### src/rtl/hc_regs_consts.vh
/*
 * Constants for the low-speed threshold and first root hub descriptor
 * register bank: command codes, field positions, reset values, timing.
 * Assumes it is included by bare name from rtl/ design files.
 */
`ifndef HC_REGS_CONSTS_VH
`define HC_REGS_CONSTS_VH

`define CMD_LST_READ      8'h11
`define CMD_LST_WRITE     8'h91
`define CMD_RHA_READ      8'h12
`define CMD_RHA_WRITE     8'h92

`define LST_RESET         11'h628
`define LST_MSB           10

`define RHA_SETTLE_MSB    31
`define RHA_SETTLE_LSB    24
`define RHA_OC_ABSENT     12
`define RHA_OC_PER_PORT   11
`define RHA_COMPOUND      10
`define RHA_PWR_ABSENT    9
`define RHA_PWR_PER_PORT  8
`define RHA_PORTS_MSB     1

`define RHA_SETTLE_RESET  8'hFF
`define RHA_OC_ABS_RESET  1'h0
`define RHA_PWR_ABS_RESET 1'h0
`define RHA_PSM_RESET     1'h1
`define RHA_PORTS_VALUE   2'h2

`define SETTLE_UNIT_MS    2

`endif

### src/rtl/ls_commit_gate.v
/*
 * Low-speed commit gate: compares frame bits left with the threshold.
 * Assumes bits-left is a 14-bit count in controller clock domain.
 */
`timescale 1ns/10ps
`include "hc_regs_consts.vh"

module ls_commit_gate (
    input  wire        clock,
    input  wire        rst,
    input  wire        clk_en,
    input  wire [13:0] frame_bits_left,
    input  wire [10:0] threshold,
    input  wire        ls_request,
    output reg         ls_start_r
);

    reg ls_start_nxt;

    ////////////////////////////////////////////////////////////////////
    // Start only when enough bit times remain to finish the packet
    always @* begin
        ls_start_nxt = ls_request &&
            (frame_bits_left >= {3'h0, threshold});
    end

    always @(posedge clock or posedge rst) begin
        if (rst) begin
            ls_start_r <= 1'b0;
        end else if (clk_en) begin
            ls_start_r <= ls_start_nxt;
        end
    end

endmodule

### src/rtl/hc_ls_threshold_roothub_desc.v
/*
 * Register bank for the low-speed commit threshold and the first root
 * hub descriptor, reached by command codes with 32-bit data, plus the
 * gate that lets a low-speed transaction start only when enough bit
 * times are left in the frame.
 * Assumes cmd_valid is a one-cycle strobe with cmd_code and wr_data
 * valid in the same cycle, all synchronous to clock. Assumes the
 * frame counter counts down in bit times in this same clock domain.
 * The threshold takes one write after each reset and then locks; a
 * driver that must change it has to reset the bank first.
 */
`timescale 1ns/10ps
`include "hc_regs_consts.vh"

module hc_ls_threshold_roothub_desc (
    input  wire        clock,
    input  wire        rst,
    input  wire        clk_en,
    input  wire        cmd_valid,
    input  wire [7:0]  cmd_code,
    input  wire [31:0] wr_data,
    input  wire [13:0] frame_bits_left,
    input  wire        ls_request,
    output reg  [31:0] rd_data_r,
    output reg         rd_valid_r,
    output reg         cmd_error_r,
    output wire        ls_start,
    output reg         oc_reporting_on_r,
    output reg         oc_per_port_r,
    output reg         power_switched_r,
    output reg         power_per_port_r
);

    reg  [10:0] threshold_r;
    reg         threshold_locked_r;
    reg  [7:0]  settle_time_r;
    reg         oc_absent_r;
    reg         oc_sel_r;
    reg         pwr_absent_r;
    reg         pwr_sel_r;
    reg         reset_seen_r;
    reg  [31:0] rd_nxt;
    // Strobes decoded from this cycle's command
    wire        take_cmd;
    wire        lst_wr_hit;
    wire        rha_wr_hit;
    wire        rd_hit;
    wire        unknown_hit;

    ////////////////////////////////////////////////////////////////////
    // Command kinds; every consumer goes through one decoder so the
    // write enables, read mux and answer strobes agree on each code
    localparam [2:0] KIND_NONE   = 3'h0;
    localparam [2:0] KIND_LST_RD = 3'h1;
    localparam [2:0] KIND_LST_WR = 3'h2;
    localparam [2:0] KIND_RHA_RD = 3'h3;
    localparam [2:0] KIND_RHA_WR = 3'h4;

    function [2:0] decode_cmd;
        input [7:0] code;
        begin
            case (code)
                `CMD_LST_READ:  decode_cmd = KIND_LST_RD;
                `CMD_LST_WRITE: decode_cmd = KIND_LST_WR;
                `CMD_RHA_READ:  decode_cmd = KIND_RHA_RD;
                `CMD_RHA_WRITE: decode_cmd = KIND_RHA_WR;
                default:        decode_cmd = KIND_NONE;
            endcase
        end
    endfunction

    ////////////////////////////////////////////////////////////////////
    // A per-port select only means something while its feature exists;
    // shared by the overcurrent and the power mode outputs
    function mode_per_port;
        input absent;
        input sel;
        begin
            mode_per_port = !absent && sel;
        end
    endfunction

    ////////////////////////////////////////////////////////////////////
    // Taken commands; nothing is taken while the clock enable is low
    assign take_cmd    = clk_en && cmd_valid;
    assign lst_wr_hit  = take_cmd && decode_cmd(cmd_code) == KIND_LST_WR;
    assign rha_wr_hit  = take_cmd && decode_cmd(cmd_code) == KIND_RHA_WR;
    assign rd_hit      = take_cmd &&
                         (decode_cmd(cmd_code) == KIND_LST_RD ||
                          decode_cmd(cmd_code) == KIND_RHA_RD);
    assign unknown_hit = take_cmd && decode_cmd(cmd_code) == KIND_NONE;

    ////////////////////////////////////////////////////////////////////
    // Assemble the descriptor word; reserved and fixed bits are constant
    function [31:0] rha_word;
        input [7:0] settle;
        input       oc_abs;
        input       oc_sel;
        input       pw_abs;
        input       pw_sel;
        begin
            rha_word = 32'h0000_0000;
            rha_word[`RHA_SETTLE_MSB:`RHA_SETTLE_LSB] = settle;
            rha_word[`RHA_OC_ABSENT]    = oc_abs;
            rha_word[`RHA_OC_PER_PORT]  = oc_sel;
            rha_word[`RHA_COMPOUND]     = 1'b0;
            rha_word[`RHA_PWR_ABSENT]   = pw_abs;
            rha_word[`RHA_PWR_PER_PORT] = pw_sel;
            rha_word[`RHA_PORTS_MSB:0]  = `RHA_PORTS_VALUE;
        end
    endfunction

    ////////////////////////////////////////////////////////////////////
    // Threshold: first write after reset sets it, later writes dropped.
    // Locking guards against a driver that rewrites it by mistake.
    // A second reset is the only way to reopen it.
    always @(posedge clock or posedge rst) begin
        if (rst) begin
            threshold_r        <= `LST_RESET;
            threshold_locked_r <= 1'b0;
        end else if (clk_en) begin
            if (lst_wr_hit && !threshold_locked_r) begin
                threshold_r        <= wr_data[`LST_MSB:0];
                threshold_locked_r <= 1'b1;
            end
        end
    end

    ////////////////////////////////////////////////////////////////////
    // Descriptor: writable in any host state, no state gating at all.
    // Overcurrent mode follows power mode after reset, in the first enabled cycle.
    // The bank has no host-state input, so a write is never held off.
    always @(posedge clock or posedge rst) begin
        if (rst) begin
            settle_time_r <= `RHA_SETTLE_RESET;
            oc_absent_r   <= `RHA_OC_ABS_RESET;
            oc_sel_r      <= 1'b0;
            pwr_absent_r  <= `RHA_PWR_ABS_RESET;
            pwr_sel_r     <= `RHA_PSM_RESET;
            reset_seen_r  <= 1'b0;
        end else if (clk_en) begin
            reset_seen_r <= 1'b1;
            if (rha_wr_hit) begin
                settle_time_r <=
                    wr_data[`RHA_SETTLE_MSB:`RHA_SETTLE_LSB];
                oc_absent_r   <= wr_data[`RHA_OC_ABSENT];
                oc_sel_r      <= wr_data[`RHA_OC_PER_PORT];
                pwr_absent_r  <= wr_data[`RHA_PWR_ABSENT];
                pwr_sel_r     <= wr_data[`RHA_PWR_PER_PORT];
            end else if (!reset_seen_r) begin
                oc_sel_r <= pwr_sel_r;
            end
        end
    end

    ////////////////////////////////////////////////////////////////////
    // Read mux; unknown codes return zero and flag an error
    always @* begin
        case (decode_cmd(cmd_code))
            KIND_LST_RD: rd_nxt = {21'h0, threshold_r};
            KIND_RHA_RD: rd_nxt = rha_word(settle_time_r, oc_absent_r,
                                      oc_sel_r, pwr_absent_r,
                                      pwr_sel_r);
            default:       rd_nxt = 32'h0000_0000;
        endcase
    end

    ////////////////////////////////////////////////////////////////////
    // Read answer one cycle after the command; the data word stays put
    // until the next taken command so a slow reader still finds it
    always @(posedge clock or posedge rst) begin
        if (rst) begin
            rd_data_r  <= 32'h0000_0000;
            rd_valid_r <= 1'b0;
        end else if (clk_en) begin
            rd_valid_r <= rd_hit;
            if (take_cmd) begin
                rd_data_r <= rd_nxt;
            end
        end
    end

    ////////////////////////////////////////////////////////////////////
    // Codes that name no register here raise a one-cycle error pulse
    always @(posedge clock or posedge rst) begin
        if (rst) begin
            cmd_error_r <= 1'b0;
        end else if (clk_en) begin
            cmd_error_r <= unknown_hit;
        end
    end

    ////////////////////////////////////////////////////////////////////
    // Decoded modes as levels, one cycle behind the register bits.
    // Per-port selects are masked while their feature is absent.
    always @(posedge clock or posedge rst) begin
        if (rst) begin
            oc_reporting_on_r <= 1'b0;
            oc_per_port_r     <= 1'b0;
            power_switched_r  <= 1'b0;
            power_per_port_r  <= 1'b0;
        end else if (clk_en) begin
            oc_reporting_on_r <= !oc_absent_r;
            oc_per_port_r     <= mode_per_port(oc_absent_r,
                                               oc_sel_r);
            power_switched_r  <= !pwr_absent_r;
            power_per_port_r  <= mode_per_port(pwr_absent_r,
                                               pwr_sel_r);
        end
    end

    ////////////////////////////////////////////////////////////////////
    // Commit comparison lives in its own small module; it registers
    // its answer, so a start follows the request by one cycle
    ls_commit_gate u_gate (
        .clock           (clock),
        .rst             (rst),
        .clk_en          (clk_en),
        .frame_bits_left (frame_bits_left),
        .threshold       (threshold_r),
        .ls_request      (ls_request),
        .ls_start_r      (ls_start)
    );

endmodule

### config.mk
export PLATFORM = sky130hd
export DESIGN_NAME = hc_ls_threshold_roothub_desc
export DESIGN_NICKNAME = d
export VERILOG_FILES = /design/src/rtl/ls_commit_gate.v /design/src/rtl/hc_ls_threshold_roothub_desc.v
export VERILOG_INCLUDE_DIRS = /design/src /design/src/rtl
export SDC_FILE = /design/constraint.sdc
export NUM_CORES = 1
export LEC_CHECK = 0
export BUFFER_PORTS_ARGS = -buffer_cell sky130_fd_sc_hd__buf_2
export CAP_MARGIN = 20
export CORE_MARGIN = 2
export CORE_UTILIZATION = 30
export CTS_CLUSTER_SIZE = 14
export DETAILED_ROUTE_END_ITERATION = 12
export PLACE_DENSITY_LB_ADDON = 0.15
export SETUP_SLACK_MARGIN = 0.15
export SYNTH_ARGS = -nofsm -noshare
export SYNTH_HDL_FRONTEND = slang
export SYNTH_HIERARCHICAL = 1
export SYNTH_SLANG_ARGS = --single-unit
### constraint.sdc
create_clock -name clock -period 3.89 [get_ports clock]
set_clock_uncertainty 0.1 [all_clocks]
set_input_delay 0.1945 -clock clock [delete_from_list [all_inputs] [get_ports clock]]
set_output_delay 0.1945 -clock clock [all_outputs]
set_load 0.005 [all_outputs]
* Yosys cells after proc, flatten, opt, wreduce, memory -nomap -nowiden
Cells that the tools add are included.
** Word-level totals
- Register bits :: 64
- Latch bits :: 0
- Memory bits (writable) :: 0
- Memory bits (read-only) :: 0
- Bits of input ports :: 59
- Output and inout bits :: 39
- Word-level logic and storage cells :: 48
- Memories :: 0
** Cells by class
- Add/sub/neg operators :: 0
- $mul :: 0
- Divide/modulo/power cells :: 0
- Order comparisons :: 1
- Equality and inequality tests :: 9
- Shift operators :: 0
- Mux-type cells :: 4
- Bitwise logic cells :: 0
- Reductions and logical operators :: 18
** Operator list (count)
- 32-bit case mux with 2 select lines :: 1
- 8-bit by 5-bit == test with 1-bit output (second input constant) :: 2
- 8-bit == test (second input constant) :: 2
- 14-bit by 11-bit >= comparator with 1-bit output :: 1
- 3-bit case mux with 4 select lines :: 1
- 1-bit logical AND :: 9
- 2-bit AND reduction :: 4
- 3-bit by 2-bit == test with 1-bit output (second input constant) :: 2
- 3-bit by 1-bit == test with 1-bit output (second input constant) :: 1
- 3-bit == test (second input constant) :: 1
- 1-bit zero test :: 3
- 3-bit zero test :: 1
- 1-bit two-way mux :: 2
- 2-bit by 1-bit inequality test with 1-bit output (second input constant) :: 1
- 1-bit logical OR :: 1

* Logic depth before layout (Yosys ltp)
Gate-level depths: netlist of run 1.
- Word-level depth :: 6
- Mapped depth :: 6
- Mapped depth without buffers :: 6

* By module
The synthesis of run 1 kept the hierarchy.
** By module, submodules not included
- hc_ls_threshold_roothub_desc :: instances 1, cells an instance 157, area each 2245.9 um^2, sequential area each 1317.5 um^2
- ls_commit_gate :: instances 1, cells an instance 42, area each 325.3 um^2, sequential area each 25.0 um^2

* Worst setup path after synthesis of run 1
Ideal clock, no wire load.
- Kind :: input port to flip-flop
- Start :: input port cmd_code[5]
- End :: register threshold_r[1]
- Setup time :: 125 ps
- Arrival time :: 1520 ps
- Required time :: 3665 ps
- Slack :: 2145 ps
- Stages on the path :: 5
- Path buffers :: 2
- Cells stage by stage :: or3b_1 -> buf_6 -> nor4_4 -> buf_4 -> mux2_2
** Between the ends
- Longest elaborated chain between the ends :: 6
- Elaborated cells on any way between the ends :: 9
- Those cells by class :: eq/ne (5); mux (1); reduce/logical (3)
** Ends and longest elaborated chain
- from (decl) :: RTL line hc_ls_threshold_roothub_desc.v:20 : input wire [7:0] cmd_code,
- 8-bit == test / 8-bit by 5-bit == test with 1-bit output (equally long branches) :: RTL line hc_ls_threshold_roothub_desc.v:62 : case (code)
- 3-bit case mux with 4 select lines (*) :: RTL line hc_ls_threshold_roothub_desc.v:62
- 3-bit by 2-bit == test with 1-bit output (*) :: RTL line hc_ls_threshold_roothub_desc.v:86 : assign lst_wr_hit = take_cmd && decode_cmd(cmd_code) == KIND_LST_WR;
- 1-bit logical AND (*) :: RTL line hc_ls_threshold_roothub_desc.v:86
- 1-bit logical AND (*) :: RTL line hc_ls_threshold_roothub_desc.v:122 : if (lst_wr_hit && !threshold_locked_r) begin
- 2-bit AND reduction (no line) (*)
- to (signal assigned) :: RTL line hc_ls_threshold_roothub_desc.v:119 : threshold_r <= `LST_RESET;
- to (signal assigned) :: RTL line hc_ls_threshold_roothub_desc.v:123 : threshold_r <= wr_data[`LST_MSB:0];
- to (decl) :: RTL line hc_ls_threshold_roothub_desc.v:34 : reg [10:0] threshold_r;
Mark *: on every way between the ends. The rest lies on a longest branch, timed or not.
A chain may end at the register's enable or synchronous reset.

* Worst setup path in the final report of run 1
- Start :: input port cmd_code[5]
- End :: register threshold_r[7]
Same word-level chain as after synthesis.

==> results.cfg, run 1 <==
[outcome]
status = complete, no violations

[cts]
numCtsBuffers = 5
clk-insertion-delay-late_ns = 0.30
cts_buffer_depth = 2
clkTransAtPathRegs_ns = 0.09
htreeDepth = 2
clockRootBuffer = clkbuf_8
cts_resized = 0
tritoncts = yes
cts.sinks = 53

[placed_design]
place_area_um2 = 2980
place_congestion = 0.711
dp_cells = 373
dp_hpwl_um = 4130
dp_slack_ns = 1.46
port_buffers = 75

[layout]
antenna_cells = 0
layout_commonest_cell = buf_2
stdcell_count = 390
final_cell_mix = buf_2 (75), dfrtp_1 (40), inv_1 (21)
final_util = 0.382
design_area_um2 = 3160
nFillCells = 863
fin_nets = 354
ff_latch_area_um2 = 1340
synthToLayoutAreaGrowth_pct = 22.8
drive_gt1_frac = 0.442
multi_input_area_um2 = 1040

[synth]
ys_seq_elements = 53
yosys_warnings = 6
synth_top_area_frac = 0.389
synth_top_flop_cell = dfrtp_1
seq_area_frac_synth = 0.522
synth-edff-count = 0
syn_inst = 199
synth_area_um2 = 2570
synth_area_per_cell_um2 = 12.9
ys_top_cells_by_area = dfrtp_1 (39%), dfstp_2 (13%), a22o_1 (6.1%), ha_1 (5.4%), mux2_4 (5.3%)
synth_cell_types = 41
synth_top_area_cell = dfrtp_1
async_flop_share = 1.00

[drt]
dr.first_iter.drc_count = 34
wl_per_cell_um = 14.4
dr.pass1.iters = 4
wl_um = 5630
antenna_left = 0
drc_errors = 0
vias = 1757
vias_per_cell = 4.51

[worst_hold_path]
min_path_type = in -> reg
hold_path_depth = 2
hold_end = threshold_r[7]
hp-start = wr_data[7]

[critical_path]
critical_path_class = in -> reg
crit_path_max_incr_delay_ns = 0.83
crit_arrival_ns = 2.14
crit_chain = buf_2 > or3b_1 > nor4_4 > mux2_2
required_ns = 3.99
reg2reg_setup_slack_ns = 2.08
critPathSlowestCell = nor4_4
r2r-end = threshold_r[7]
cp_max_fo = 11
crit_buf_inv = 1
r2r_cells = 2
r2r-start = threshold_locked_r
critical_path.top_delay_family = simple AND/OR/NAND/NOR gates
end_kind = flip-flop
start_kind = input port

[sta]
slew_viol_final = 0
setup-tns-final_ns = 0
slew_headroom = 0.433
hold_viol_final = 0
setup_viol = 0
finalWorstSetupSlack_ns = 1.85
max_freq_mhz = 490
rsz0062_at_grt = no
tightest_slew_ns = 0.845
fin_crit_sh = 0.524
period_needed_ns = 2.04

[global_route]
grtUsageTotal = 0.126
grt_max_degree = 30
antenna_found_initial = 0
grt-ovfl-total = 0
grt_pass1_wl_um = 8840
grt_pass1_vias = 1755

[floorplanning]
coreArea_um2 = 8260
die_x_um = 96.6
initial_core_util = 0.311
die-area_um2 = 9330
io_pins = 98
die_y_um = 96.6
rows = 33

[power]
p_per_area_nw_per_um2 = 304
peakVddDrop_mv = 0.151
leakagePower_nw = 1.57

[flow_run]
max_cap_viol_count = 0
power breakdown:
group / internal, mW / switching [mW]
clock: 0.128 / 0.176
sequential: 0.560 / 0.00403
combinational: 0.0426 / 0.0492
state kept, by name, indices dropped and copies added (netlist names):
| signal | flops |
|---|---|
| cmd_error_r | 1 |
| oc_absent_r | 1 |
| oc_per_port_r | 1 |
| oc_reporting_on_r | 1 |
| oc_sel_r | 1 |
| power_per_port_r | 1 |
| power_switched_r | 1 |
| pwr_absent_r | 1 |
| pwr_sel_r | 1 |
| rd_data_r | 21 |
| rd_valid_r | 1 |
| reset_seen_r | 1 |
| settle_time_r | 8 |
| threshold_locked_r | 1 |
| threshold_r | 11 |
| u_gate/ls_start_r | 1 |
cell usage after synthesis (4+ instances only):
| master | number |
|---|---|
| mux2_4 | 9 |
| dfrtp_1 | 40 |
| ha_1 | 11 |
| buf_4 | 12 |
| mux2_2 | 11 |
| dfstp_2 | 13 |
| inv_1 | 22 |
| o21ai_0 | 5 |
| buf_6 | 4 |
| nand2_1 | 6 |
| a22o_1 | 18 |
| a21oi_1 | 8 |
final cells by class:
type | count | share of cell area
timing repair buffer | 85 | 0.150
clock inverter | 1 | 0.00238
multi-input combinational | 117 | 0.331
tap | 105 | 0.0416
clock buffer | 7 | 0.0242
inverter | 22 | 0.0261
sequential | 53 | 0.425
worst reg2reg max path, delay by kind of cell (launching register included):
kind | cells | cell delay, ns
and+or+nand+nor | 1 | 0.78
DFF | 1 | 0.42
muxes | 1 | 0.41
worst max path at each step:
| stage | end | cells after the start | slack, ns | from |
|---|---|---|---|---|
| CTS | threshold_r[7] | 4 | 1.80 | cmd_code[5] |
| finish | threshold_r[7] | 4 | 1.85 | cmd_code[5] |
| detailed placement | threshold_r[1] | 4 | 1.46 | cmd_code[5] |
| global route | threshold_r[7] | 4 | 1.74 | cmd_code[5] |
| global placement | threshold_r[4] | 4 | 1.52 | cmd_code[5] |
| floorplan | threshold_r[1] | 5 | 2.15 | cmd_code[5] |
timing repair:
item,CTS,global route
setup buffers,0,0
hold buffers,4,5
hold endpoints to repair,27,5
routing by layer:
metal,wire (µm),up-vias,global-route usage
met5,0,-,0
met4,38,0,0.0317
met3,460,4,0.0458
met2,2480,63,0.193
met1,2650,827,0.171
li1,-,863,-
per-stage QoR:
stage | total power, mW | hold slack, ns
CTS | 0.977 | 0.00224
floorplan | 0.627 | -0.177
global placement | 0.660 | -0.0496
detailed placement | 0.661 | -0.0537
finish | 0.960 | 0.0147
global route | 1.02 | 0.00268
cells by family (layout without fill, tap and decap cells):
kind of cell               count (synthesis)  count (layout)  synth area share
AOI/OAI and AO/OA                         41              41             0.118
adders and majority gates                 11              11            0.0535
buffers and inverters                     39             115            0.0861
DFF                                       53              53             0.522
muxes                                     25              25             0.122
other                                      1              11           0.00146
and+or+nand+nor                           29              29            0.0968
Power figures use the tool's default switching activity.
==> run 2, diff against run 1 <==
--- a/config.mk
+++ b/config.mk
@@ -6,6 +6,7 @@
 export SDC_FILE = /design/constraint.sdc
 export NUM_CORES = 1
 export LEC_CHECK = 0
+export ABC_AREA = 1
 export BUFFER_PORTS_ARGS = -buffer_cell sky130_fd_sc_hd__buf_2
 export CAP_MARGIN = 20
 export CORE_MARGIN = 2
==> constraint.sdc (replaced) <==
create_clock -name clock -period 2 [get_ports clock]
set_clock_uncertainty 0.1 [all_clocks]
set_input_delay 0.1 -clock clock [delete_from_list [all_inputs] [get_ports clock]]
set_output_delay 0.1 -clock clock [all_outputs]
set_load 0.005 [all_outputs]
==> run 2 against run 1 <==
Effect of this change: total power rose by 97%; largest cell class unchanged; critical path type is now reg -> reg; design area rose by 9.4%; setup slack got worse by 1.5 ns.
==> results.cfg, run 2 <==
[layout]
largest_reg_flops = 21
largestRegisters = rd_data_r (21), threshold_r (11), settle_time_r (8)
drive_gt1_frac = 0.277
antenna_cells = 0
fin_nets = 491
top_register = rd_data_r
synthToLayoutAreaGrowth_pct = 26.6
final_cell_mix = nand2_1 (117), buf_2 (75), inv_1 (48)
layout_commonest_cell = nand2_1
nFillCells = 946

[critical_path]
critical_path.endpoint = u_gate/ls_start_r
worst_path_most_repeated_cell = nand2_1
critPathLaunch = threshold_r[9]
path_depth = 7
required_ns = 2.10
cp_max_fo = 3
r2r-start = threshold_r[9]
critPathSlowestCell = dfstp_2
crit_buf_inv = 1
critical_path_class = reg -> reg
r2r_cells = 7
crit_arrival_ns = 1.74
crit_chain = inv_1 > ha_1 > a21o_2 > a21oi_1 > nand3_1 > nand2_1 > nand2_1
critical_path.top_delay_family = flip-flops
r2r-end = u_gate/ls_start_r
crit_path_max_incr_delay_ns = 0.55
end_kind = flip-flop
reg2reg_setup_slack_ns = 0.36
start_kind = flip-flop

[drt]
antenna_left = 0
vias = 2251
dr.pass1.iters = 4
drc_errors = 0
vias_per_cell = 4.25
wl_per_cell_um = 11.5
wl_um = 6080
dr.first_iter.drc_count = 88

[sta]
finalHoldWorstSlack_ns = 0.0419
rsz0062_at_grt = no
tightest_slew_ns = 0.549
hold_viol_final = 0
slew_headroom = 0.633
max_freq_mhz = 608
setup_viol = 0
slew_viol_final = 0
setup-tns-final_ns = 0
period_needed_ns = 1.64
fin_crit_sh = 0.822

[floorplanning]
die-area_um2 = 9870
rows = 34
initial_core_util = 0.311
io_pins = 98
die_x_um = 99.4
coreArea_um2 = 8760
die_y_um = 99.4

[placed_design]
place_congestion = 0.742
port_buffers = 75
dp_hpwl_um = 4470

[power]
peakVddDrop_mv = 0.252
leakagePower_nw = 1.84
swShare = 0.236
p_clk_frac = 0.303
p_sw_mw = 0.447
p_per_area_nw_per_um2 = 548
comb_power_share = 0.116
intPower_mw = 1.44
seq_power_share = 0.582

[synth]
synth_area_per_cell_um2 = 8.42
synth_cell_types = 28
synth_top_flop_cell = dfrtp_1
synth-edff-count = 0
yosys_warnings = 6
synth.most_common_cell = nand2_1
synth_commonest_cells = nand2_1 (117), inv_1 (49), dfrtp_1 (40)
synth_top_area_cell = dfrtp_1
async_flop_share = 1.00
ys_top_cells_by_area = dfrtp_1 (37%), nand2_1 (16%), dfstp_2 (13%), inv_1 (6.7%), ha_1 (5.0%)
ys_seq_elements = 53
syn_inst = 324
synth_top_area_frac = 0.367
seq_area_frac_synth = 0.492
synth_area_um2 = 2730

[global_route]
antenna_found_initial = 0
grt-ovfl-total = 0
grt_pass1_wl_um = 10800
grtUsageTotal = 0.136
grt_pass1_vias = 2351
grt_max_degree = 29

[outcome]
status = complete, no violations

[cts]
clkTransAtPathRegs_ns = 0.09
clk-insertion-delay-late_ns = 0.30
htreeDepth = 2
numCtsBuffers = 5
cts_resized = 0
cts.sinks = 53
cts_buffer_depth = 2
clockRootBuffer = clkbuf_8
tritoncts = yes

[worst_hold_path]
min_path_type = in -> reg

[flow_run]
max_cap_viol_count = 0
run 2: changes by cell type after synthesis, sizes merged, moves of 6 or more:
cell	delta
nand2	+114
a22o	-18
mux2	-23
inv	+28
o31ai	+6
nor2	+9
o21ai	+30
run 2: tightest hold or removal path: cells and delay by family:
family,cells,cell delay (ns)
AND/OR/NAND/NOR,2,0.14
buffers and inverters,1,0.16
run 2: per-layer routing:
| layer | global-route usage | up-vias | share of wire |
|---|---|---|---|
| li1 | - | 1176 | - |
| met5 | 0 | - | 0 |
| met3 | 0.0239 | 2 | 0.038 |
| met2 | 0.241 | 52 | 0.49 |
| met1 | 0.171 | 1021 | 0.46 |
| met4 | 0.0316 | 0 | 0.0064 |
run 2: worst min-delay path by stage:
stage            from           endpoint  slack (ns)  depth (start not counted)
6_report       clk_en   power_per_port_r        0.04                          3
5_1_grt        clk_en       reset_seen_r        0.06                          2
4_1_cts        clk_en   power_per_port_r        0.04                          3
3_5_place_dp      rst  u_gate/ls_start_r       -0.14                          2
3_3_place_gp      rst  u_gate/ls_start_r       -0.14                          2
2_1_floorplan     rst  u_gate/ls_start_r       -0.27                          1
run 2: metrics by stage:
step | cells | worst slack [ns] | utilization | power [mW] | cell area, µm²
after floorplan | 334 | 0.448 | - | 1.24 | 2770
after global placement | 500 | 0.372 | 0.360 | 1.31 | 3150
after CTS | 530 | 0.351 | 0.394 | 1.93 | 3450
after global routing | 530 | 0.231 | 0.394 | 2.01 | 3450
final | 530 | 0.356 | 0.394 | 1.89 | 3450
after detailed placement | 500 | 0.363 | 0.360 | 1.31 | 3150
run 2: final cells by class:
class                   instances  area [µm²]  area share
flip-flops and latches         53        1340       0.389
multi-input cells             211        1070       0.311
well taps                     108         135      0.0391
clock buffers                   8        80.1      0.0232
repair buffers                 99         623       0.180
inverters                      51         199      0.0576
run 2: kinds of logic (layout without fill, tap and decap cells):
| logic type | count (synthesis) | in the layout | synth area share |
|---|---|---|---|
| other cells | 1 | 11 | 0.00137 |
| simple gates | 142 | 142 | 0.227 |
| buf+inv | 70 | 158 | 0.128 |
| compound gates | 47 | 47 | 0.101 |
| fa+ha+maj | 11 | 11 | 0.0505 |
| flops | 53 | 53 | 0.492 |
run 2: what timing repair did:
action                                 in CTS  in global routing
setup buffers                               0                  0
endpoints found under the hold margin      41                  0
hold buffers                               22                  0
run 2: power by group through the flow:
stage | Clock, mW | Combinational [mW] | Sequential, mW
6_report | 0.572 | 0.219 | 1.10
2_1_floorplan | 0 | 0.117 | 1.12
3_3_place_gp | 0 | 0.188 | 1.12
4_1_cts | 0.602 | 0.224 | 1.10
3_5_place_dp | 0 | 0.190 | 1.12
5_1_grt | 0.650 | 0.253 | 1.10
